**src/include/vsf_pkg.sv**
```systemverilog
package vsf_pkg;
  // ==========================================================
  // Timing
  localparam int SYS_CLK_HZ = 50_000_000;
  localparam int SEQ_CLK_HZ = 60;
  localparam int SEQ_TICK_CYCLES = SYS_CLK_HZ / SEQ_CLK_HZ;
  localparam int TICKS_PER_STEP = 4;
  localparam int FAST_TIME_US = 1000;
  localparam int FAST_LIMIT_CYCLES = FAST_TIME_US * (SYS_CLK_HZ / 1_000_000);

  // ==========================================================
  // Gain scale
  localparam int VOL_W = 10;
  localparam int GAIN_W = 6;
  localparam int PROD_W = 20;
  localparam int MUL_W = 8;
  localparam int NUM_STEPS = 32;
  localparam int HYS_DIV = 4;
  localparam logic [GAIN_W-1:0] MUTE_GAIN = 6'h00;
  localparam logic [GAIN_W-1:0] GAIN_STEP = 6'h01;
  localparam logic [GAIN_W-1:0] MAX_TARGET = 6'h1F;

  // ==========================================================
  // Types
  typedef enum logic [1:0] {
    VSF_OFF,
    VSF_RUN,
    VSF_FADE_OUT
  } vsf_mode_t;

  typedef struct packed {
    logic shutdownN;
    logic mute;
    logic fadeHigh;
    logic shortDetect;
  } vsf_pins_t;

  typedef struct packed {
    logic outputEnable;
    logic lowPower;
    logic faultLatched;
    logic atTarget;
  } vsf_status_t;

  typedef struct packed {
    vsf_pins_t sync1;
    vsf_pins_t sync2;
    vsf_mode_t mode;
    logic [GAIN_W-1:0] target;
    logic [GAIN_W-1:0] gain;
    vsf_status_t status;
  } vsf_state_t;

  localparam vsf_state_t STATE_RESET = '0;
endpackage

```
**src/vsf_tick_div.sv**
```systemverilog
`timescale 1ns/100ps
module vsf_tick_div #(
  parameter int DIV = 4
) (
  input wire logic sys_clk,
  input wire logic reset,
  input wire logic enable,
  output logic tick
);
  localparam int CW = (DIV > 1) ? $clog2(DIV) : 1;

  typedef struct packed {
    logic [CW-1:0] count;
    logic tick;
  } vsf_div_state_t;

  vsf_div_state_t s_q;
  vsf_div_state_t s_d;

  // ==========================================================
  // Counts enable pulses, one tick per DIV of them
  always_comb begin
    s_d = s_q;
    s_d.tick = 1'b0;
    if (enable) begin
      if (s_q.count == CW'(DIV - 1)) begin
        s_d.count = '0;
        s_d.tick = 1'b1;
      end else begin
        s_d.count = s_q.count + CW'(1);
      end
    end
  end

  always_ff @(posedge sys_clk or posedge reset) begin
    if (reset) begin
      s_q <= '0;
    end else begin
      s_q <= s_d;
    end
  end

  assign tick = s_q.tick;
endmodule

```
**src/vsf_controller.sv**
```systemverilog
`timescale 1ns/100ps
// What this block does
// Target step from volume over reference
// Different rising and falling step thresholds
// One step per four 60 Hz ticks
// Fade mode: ramp up from mute
// Fade mode: shutdown ramps down to mute
// Fast mode: jump to target quickly
// Fast mode: shutdown mutes within 1 ms
// Mute input gates outputs immediately; here outputEnable drops three clocks after the pin, behind two sync flops
// Shutdown low mutes and enters low power
// Controller drives mute and shutdown defined; here both are inputs, synchronised through two flops
// Controller keeps two threshold tables; here upThr and dnThr are computed from the target, with no tables
// Controller asserts shutdown before supply removal; this block has no supply input and only samples shutdownN
// Short latches fault, shutdown cycle clears
// Gain index mute at reset and shutdown
module vsf_controller #(
  parameter int SEQ_TICK_CYCLES = vsf_pkg::SEQ_TICK_CYCLES,
  parameter int TICKS_PER_STEP = vsf_pkg::TICKS_PER_STEP
) (
  input wire logic sys_clk,
  input wire logic reset,
  input vsf_pkg::vsf_pins_t pins,
  input wire logic [vsf_pkg::VOL_W-1:0] volumeCode,
  input wire logic [vsf_pkg::VOL_W-1:0] referenceCode,
  output logic [vsf_pkg::GAIN_W-1:0] gainIndex,
  output logic [vsf_pkg::GAIN_W-1:0] targetIndex,
  output vsf_pkg::vsf_status_t status
);
  vsf_pkg::vsf_state_t s_q;
  vsf_pkg::vsf_state_t s_d;
  logic seqTick;
  logic stepTick;
  logic [vsf_pkg::PROD_W-1:0] scaled;
  logic [vsf_pkg::PROD_W-1:0] upThr;
  logic [vsf_pkg::PROD_W-1:0] dnThr;
  logic [vsf_pkg::MUL_W-1:0] upMul;
  logic [vsf_pkg::MUL_W-1:0] dnMul;
  logic [vsf_pkg::GAIN_W-1:0] desired;
  logic sdN;
  logic fadeHi;

  // ==========================================================
  // Sequencing clock and step pulse
  vsf_tick_div #(.DIV(SEQ_TICK_CYCLES)) u_seq_div (
    .sys_clk(sys_clk),
    .reset(reset),
    .enable(1'b1),
    .tick(seqTick)
  );

  vsf_tick_div #(.DIV(TICKS_PER_STEP)) u_step_div (
    .sys_clk(sys_clk),
    .reset(reset),
    .enable(seqTick),
    .tick(stepTick)
  );

  // ==========================================================
  // Step thresholds, quarter-step band around each boundary
  always_comb begin
    scaled = vsf_pkg::PROD_W'(volumeCode) *
             vsf_pkg::PROD_W'(vsf_pkg::NUM_STEPS * vsf_pkg::HYS_DIV);
    upMul = vsf_pkg::MUL_W'(vsf_pkg::HYS_DIV * (int'(s_q.target) + 1) + 1);
    dnMul = (s_q.target == vsf_pkg::MUTE_GAIN) ? '0 :
            vsf_pkg::MUL_W'(vsf_pkg::HYS_DIV * int'(s_q.target) - 1);
    upThr = vsf_pkg::PROD_W'(referenceCode) * vsf_pkg::PROD_W'(upMul);
    dnThr = vsf_pkg::PROD_W'(referenceCode) * vsf_pkg::PROD_W'(dnMul);
  end

  assign desired = s_q.target + vsf_pkg::GAIN_STEP;
  assign sdN = s_q.sync2.shutdownN;
  assign fadeHi = s_q.sync2.fadeHigh;

  // ==========================================================
  // Next state
  always_comb begin
    s_d = s_q;
    s_d.sync1 = pins;
    s_d.sync2 = s_q.sync1;

    if (s_q.target != vsf_pkg::MAX_TARGET && scaled >= upThr) begin
      s_d.target = s_q.target + vsf_pkg::GAIN_STEP;
    end else if (s_q.target != vsf_pkg::MUTE_GAIN && scaled < dnThr) begin
      s_d.target = s_q.target - vsf_pkg::GAIN_STEP;
    end

    case (s_q.mode)
      vsf_pkg::VSF_OFF: begin
        s_d.gain = vsf_pkg::MUTE_GAIN;
        if (sdN) begin
          s_d.mode = vsf_pkg::VSF_RUN;
        end
      end
      vsf_pkg::VSF_RUN: begin
        if (!sdN) begin
          if (!fadeHi && s_q.gain != vsf_pkg::MUTE_GAIN) begin
            s_d.mode = vsf_pkg::VSF_FADE_OUT;
          end else begin
            s_d.mode = vsf_pkg::VSF_OFF;
            s_d.gain = vsf_pkg::MUTE_GAIN;
          end
        end else if (fadeHi) begin
          s_d.gain = desired;
        end else if (stepTick) begin
          if (s_q.gain < desired) begin
            s_d.gain = s_q.gain + vsf_pkg::GAIN_STEP;
          end else if (s_q.gain > desired) begin
            s_d.gain = s_q.gain - vsf_pkg::GAIN_STEP;
          end
        end
      end
      vsf_pkg::VSF_FADE_OUT: begin
        if (sdN) begin
          s_d.mode = vsf_pkg::VSF_RUN;
        end else if (fadeHi || s_q.gain == vsf_pkg::MUTE_GAIN) begin
          s_d.mode = vsf_pkg::VSF_OFF;
          s_d.gain = vsf_pkg::MUTE_GAIN;
        end else if (stepTick) begin
          s_d.gain = s_q.gain - vsf_pkg::GAIN_STEP;
          if (s_q.gain == vsf_pkg::GAIN_STEP) begin
            s_d.mode = vsf_pkg::VSF_OFF;
          end
        end
      end
      default: begin
        s_d.mode = vsf_pkg::VSF_OFF;
        s_d.gain = vsf_pkg::MUTE_GAIN;
      end
    endcase

    // Set wins over the shutdown clear
    if (s_q.sync2.shortDetect) begin
      s_d.status.faultLatched = 1'b1;
    end else if (!sdN) begin
      s_d.status.faultLatched = 1'b0;
    end

    s_d.status.lowPower = (s_d.mode == vsf_pkg::VSF_OFF);
    s_d.status.outputEnable = (s_d.mode != vsf_pkg::VSF_OFF) &&
                              !s_q.sync2.mute &&
                              !s_d.status.faultLatched;
    s_d.status.atTarget = (s_d.gain == s_d.target + vsf_pkg::GAIN_STEP);
  end

  always_ff @(posedge sys_clk or posedge reset) begin
    if (reset) begin
      s_q <= vsf_pkg::STATE_RESET;
    end else begin
      s_q <= s_d;
    end
  end

  assign gainIndex = s_q.gain;
  assign targetIndex = s_q.target;
  assign status = s_q.status;
endmodule

```
**config.mk**
```make
export PLATFORM = sky130hd
export DESIGN_NAME = vsf_controller
export DESIGN_NICKNAME = d
export VERILOG_FILES = /design/src/include/vsf_pkg.sv /design/src/vsf_tick_div.sv /design/src/vsf_controller.sv
export SDC_FILE = /design/constraint.sdc
export NUM_CORES = 1
export LEC_CHECK = 0
export BUFFER_PORTS_ARGS = -buffer_cell sky130_fd_sc_hd__buf_2
export CELL_PAD_IN_SITES_DETAIL_PLACEMENT = 1
export CELL_PAD_IN_SITES_GLOBAL_PLACEMENT = 2
export CORE_MARGIN = 1
export CORE_UTILIZATION = 43
export CTS_CLUSTER_DIAMETER = 60
export DETAILED_ROUTE_END_ITERATION = 10
export HOLD_SLACK_MARGIN = 0.03
export PLACE_DENSITY = 0.95
export RECOVER_POWER = 25
export SYNTH_ARGS = -nofsm -noshare
export SYNTH_HDL_FRONTEND = slang
export SYNTH_SLANG_ARGS = --single-unit
```
**constraint.sdc**
```tcl
create_clock -name sys_clk -period 15 [get_ports sys_clk]
set_input_delay 2.25 -clock sys_clk [delete_from_list [all_inputs] [get_ports sys_clk]]
set_output_delay 2.25 -clock sys_clk [all_outputs]
set_load 0.02 [all_outputs]
```
## After elaboration in Yosys (flattened, before gate mapping)

Index checks and enable logic that the tools add are counted.

| word-level totals | value |
|---|---|
| flip-flop bits (word level) | 50 |
| bits in latches | 0 |
| RAM bits | 0 |
| memory bits (read-only) | 0 |
| input port bits | 26 |
| memories | 0 |

| operators by class | value |
|---|---|
| add/subtract/negate cells | 10 |
| multiply operators | 2 |
| divide/modulo/power cells | 0 |
| order comparisons | 4 |
| equal/unequal tests | 7 |
| shift operators | 0 |
| muxes and demuxes | 28 |
| bitwise operators | 0 |
| reduce and logical (&&, ||, !) cells | 16 |

Operators with widths:

| operator | count |
|---|---|
| $mux 6 | 11 |
| $mul 10x8->18 | 2 |
| $add 6x1->6 const B | 4 |
| $add 20x1->20 const B | 1 |
| $eq 20x20->1 const B | 1 |
| $mux 20 | 1 |
| $ge 17x18->1 | 1 |
| $lt 17x18->1 | 1 |
| $mux 2 | 8 |
| $logic_not 6->1 | 2 |
| $pmux 6 s2 | 1 |
| $reduce_bool 6->1 | 2 |
| $sub 6x1->6 const B | 2 |
| $add 8x1->8 const B | 1 |
| $mux 8 | 1 |
| $sub 8x1->8 const B | 1 |
| $eq 6x1->1 const B | 1 |
| $eq 6x6->1 | 1 |
| $gt 6x6->1 | 1 |
| $lt 6x6->1 | 1 |
| $ne 6x5->1 const B | 1 |
| $pmux 2 s3 | 1 |
| $logic_and 1x1->1 | 5 |
| $mux 1 | 5 |
| other kinds (7) | 11 |

## Longest topological paths before layout

| logic depth | value |
|---|---|
| depth in word-level cells | 9 |
| gate-level depth with buffers | 40 |
| mapped depth without buffers | 38 |

## Cells and area by module

A second synthesis with hierarchy kept.

| unflattened totals | value |
|---|---|
| cell total of the unflattened synthesis | 1036 |
| area, all modules | 8759.7 sq um |

By module, submodules not included:

| module | instances | cells an instance | area each (sq um) | sequential area each (sq um) |
|---|---|---|---|---|
| vsf_controller | 1 | 921 | 7539.7 | 650.6 |
| vsf_tick_div (u_seq_div) | 1 | 106 | 1094.8 | 525.5 |
| vsf_tick_div (u_step_div) | 1 | 9 | 125.1 | 75.1 |

## Least setup slack after synthesis

OpenSTA, ideal clock, no wires.

| path | value |
|---|---|
| path kind | input-to-reg |
| from | input port referenceCode[1] in the netlist's numbering |
| to | register s_q, in the netlist status[0] |
| arrival | 9.126 ns |
| data required time | 14.906 ns |
| path slack | 5.780 ns |
| stages | 28 |
| buffers on the path | 1 |
| path through | buf_1 > and2_1 > fa_1 > inv_1 > fa_1 > fa_1 > fa_1 > inv_1 > ha_1 > or3_1 > o2111ai_1 > or2b_1 > a21o_1 > a21oi_1 > o21bai_1 > a21oi_1 > xor2_1 > ha_1 > a21oi_1 > nor2b_1 > or3_1 > o31ai_1 > nor3_1 > a311oi_2 > nor2_2 > or3_1 > a311o_1 > a221oi_2 |

RTL lines:

| item | line | text |
|---|---|---|
| start: declaration | vsf_controller.sv:25 | `input wire logic [vsf_pkg::VOL_W-1:0] referenceCode,` |
| end signal: assignment | vsf_controller.sv:148 | `s_q <= vsf_pkg::STATE_RESET;` |
| end: declaration | vsf_controller.sv:30 | `vsf_pkg::vsf_state_t s_q;` |

==> metrics list <==
- Setup violations remaining at the end of the flow were counted as 0.
- Max-capacitance violation count: 0
- Sum Neg Setup Slack: 0 ps
* Ys async rst share: 100%
- Total I/O pin count: 42
- After global routing the overflow that remains totals 0.
- In this run, placement finished with an instance count of 1290.
- Most common cell type on the critical path: fa_1
- Slew Limit Headroom: a little over a fifth
* Area of the mapped netlist: 8650 µm²
- Global routing consumed, over all layers together, 23.7% of the routing resources.
- Antenna violations before repair: 0
- For this design, the slowest cell found on the critical path is fa_1.
- In this run the clock root is driven by a clkbuf_16.
* Max incr delay on CP: 550 ps
- Summing all multi-input logic gate instances after layout gives 6500 µm².
- Worst min path class: flip-flop to flip-flop
- Post-Synthesis Cells: 1025
- During synthesis, Yosys emitted a total of 0 warnings.
- The finished layout holds approximately 1300 standard cells, fillers aside.
- The worst setup path is captured at a flip-flop.
- The number of nets handed over by synthesis was roughly 1300.
* Postcts setup bufs: 0
- Via count of the first global-routing pass: 7795
- The die covers 20700 µm².
- By area, the combinational part of the netlist is dominated by adder cells.
* Post-route clock skew: slightly below 7 ps
- Post-synthesis mux area share: around 1.0%
* Most common library cell in the layout ignoring fill and taps: inv_1
- Cell Rows: 51
- Cts hold-fix bufs: 0
- Global-route wire length before repair: 38500 µm
- Total clock sinks: 50
* Part of the Yosys area used for sequential elements: around 14%
- Fill cells in the final layout number 2362.
- The clock passes through at most 2 buffers.
- Hold Vio Cnt, Final: 0
* Post-DP HPWL: 18500 µm
- The most used flip-flop cell after synthesis is dfrtp_1.
- Effective utilization at floorplan: 44.1%
* Netlist cell types: 74
- Final-report max-slew violation count: 0
- For this block, the routed nets add up to between 20000 and 25000 µm of wire.
- In this run the standard cell core region covers 19600 µm².
* DR vias: between 7000 and 8000
* Final worst-path cycle share: 63.9%
* RSZ-0062 raised after global routing: false
- Die Height: 144 µm
- Sequential cell area in the final layout: 1250 µm²
* Number of enable-type register cells in the synthesized netlist: 0
- Post-CTS resize count: 0
- Clock tree from TritonCTS: yes
* Critical path required time: 15200 ps
- Remaining antenna violation count after routing: 0
- Largest net degree at the start of global routing: 51
- Syn avg cell area: 8.44 µm²
- In the final routed layout, each cell accounts on average for 17.4 µm.
- Final hold analysis gives a worst-case slack of 353 ps.
- Compared with the post-synthesis result, the final layout area differs by 5.69%.
* Number of optimization iterations in the first detailed-route pass: 5
* Total CTS buffers: 5
* DIE WIDTH: 144 µm
- Clock edge transition at the registers on the reported setup and hold paths: 70 ps
* Synth Register Bits: 50
* Number of violations reported at the end of detailed-routing iteration 0: 245
- Routed via count divided by cell count: 5.40
- The later pin in the worst-skew pair is clocked with a latency of 290 ps.
* Gp weighted congestion: 0.842
- Along the worst path, the maximum fanout reaches 12.
- Leaving out fill and tap cells, the most frequent cells in the layout are inv_1, ha_1, nand2_1, fa_1, nor2_1.
* Number of nets in the layout: 1264
* Number of remaining DRC errors: 0
- Post-synthesis share of cell area spent on and, or, nand and nor gates: 19.0%
- Endpoint arrival time on the critical path: 9780 ps
- Slew at the pin with the worst max-slew slack: 1170 ps
* Result of the run: completed
* Complex-gate fraction of the synthesized area: 11.6%
- Cells with a size suffix above 1 make up 7.65% of the layout.
- Time the worst path needs with I/O delays and setup: around 9600 ps
- In this run the tool buffered the top-level ports with 41 buffer cells.
* Xor/xnor cell area share of the yosys netlist: 6.15%
- The H-tree was split into 2 levels.
- For this run, the top clock speed supported by timing is 104 MHz.
* Arithmetic-cell share of the synthesized area counting full adders, half adders and majority gates: 37.4%
- The number of antenna diodes in the final layout is 0.
- Critical setup path kind: input port to flip-flop
* CP startpoint kind: input port
## state kept, by name, summed over array words and instances, names as in the netlist
| signal | count |
|---|---|
| s_q | 4 |
| s_d | 4 |
| fadeHi | 1 |
| status | 4 |
| targetIndex | 6 |
| u_seq_div.s_q | 20 |
| u_seq_div.tick | 1 |
| u_step_div.s_q | 2 |
| u_step_div.tick | 1 |
| sdN | 1 |
| gainIndex | 6 |
## layout make-up
cell class                      count  share of cell area [%]
Multi-Input combinational cell    753                    71.1
Sequential cell                    50                    13.7
Tap cell                          265                    3.63
Timing Repair Buffer               47                    2.70
Inverter                          175                    7.19
Clock inverter                      3                   0.315
Clock buffer                        5                    1.37
## synthesized netlist by cell type, types with 20 or more instances
| library cell | n | share of area (%) |
|---|---|---|
| a21oi_1 | 41 | 2.4 |
| xor2_1 | 29 | 2.9 |
| fa_1 | 87 | 20 |
| xnor2_1 | 29 | 2.9 |
| and2_1 | 29 | 2.1 |
| ha_1 | 119 | 17 |
| nand2_1 | 108 | 4.7 |
| nand3_1 | 28 | 1.6 |
| clkbuf_1 | 29 | 1.3 |
| o21ai_0 | 20 | 1.2 |
| nor2_1 | 76 | 3.3 |
| dfrtp_1 | 50 | 14 |
| inv_1 | 173 | 7.5 |
## worst paths after layout
| path | startpoint | endpoint | slack (ps) | cells after the start |
|---|---|---|---|---|
| max in group asynchronous | reset | targetIndex[1] | 12140 | 2 |
| worst min-delay path | s_d[19] | fadeHi | 350 | 0 |
| worst max-delay path | referenceCode[1] | status[0] | 5420 | 28 |
| min in group asynchronous | reset | u_seq_div.s_q[6] | 2190 | 2 |
| worst max register to register | targetIndex[0] | status[0] | 5440 | 33 |
| worst min register to register | s_d[19] | fadeHi | 350 | 0 |
## kinds of logic after synthesis
group / after synthesis
and+or+nand+nor: 339
buffers and inverters: 222
adders and majority gates: 206
AOI/OAI and AO/OA: 142
xor gates and xnor gates: 59
DFF: 50
muxes: 7
## per-stage QoR
stage,worst slack [ps],area (µm²),utilization (%)
after floorplan,5780,8650,-
after global placement,5210,9000,45.9
after detailed placement,5110,9000,45.9
after CTS,5400,9150,46.7
after global routing,4640,9140,46.7
final,5420,9140,46.7
## critical path: cells and delay by family
family	cells	cell delay, ps
compound gates	10	2510
xor+xnor	1	160
fa+ha+maj	6	2690
buf+inv	3	280
simple gates	8	1860
## routing by layer
metal	wire length, µm	up-vias	GRT usage (%)
li1	-	3351	-
met1	9940	3526	29.4
met2	11500	105	44.5
met3	663	25	1.23
met4	431	0	5.88
met5	0	-	0
Power is not shown: default switching activity piles up to over one toggle a cycle in this logic, so the estimate is an artifact.
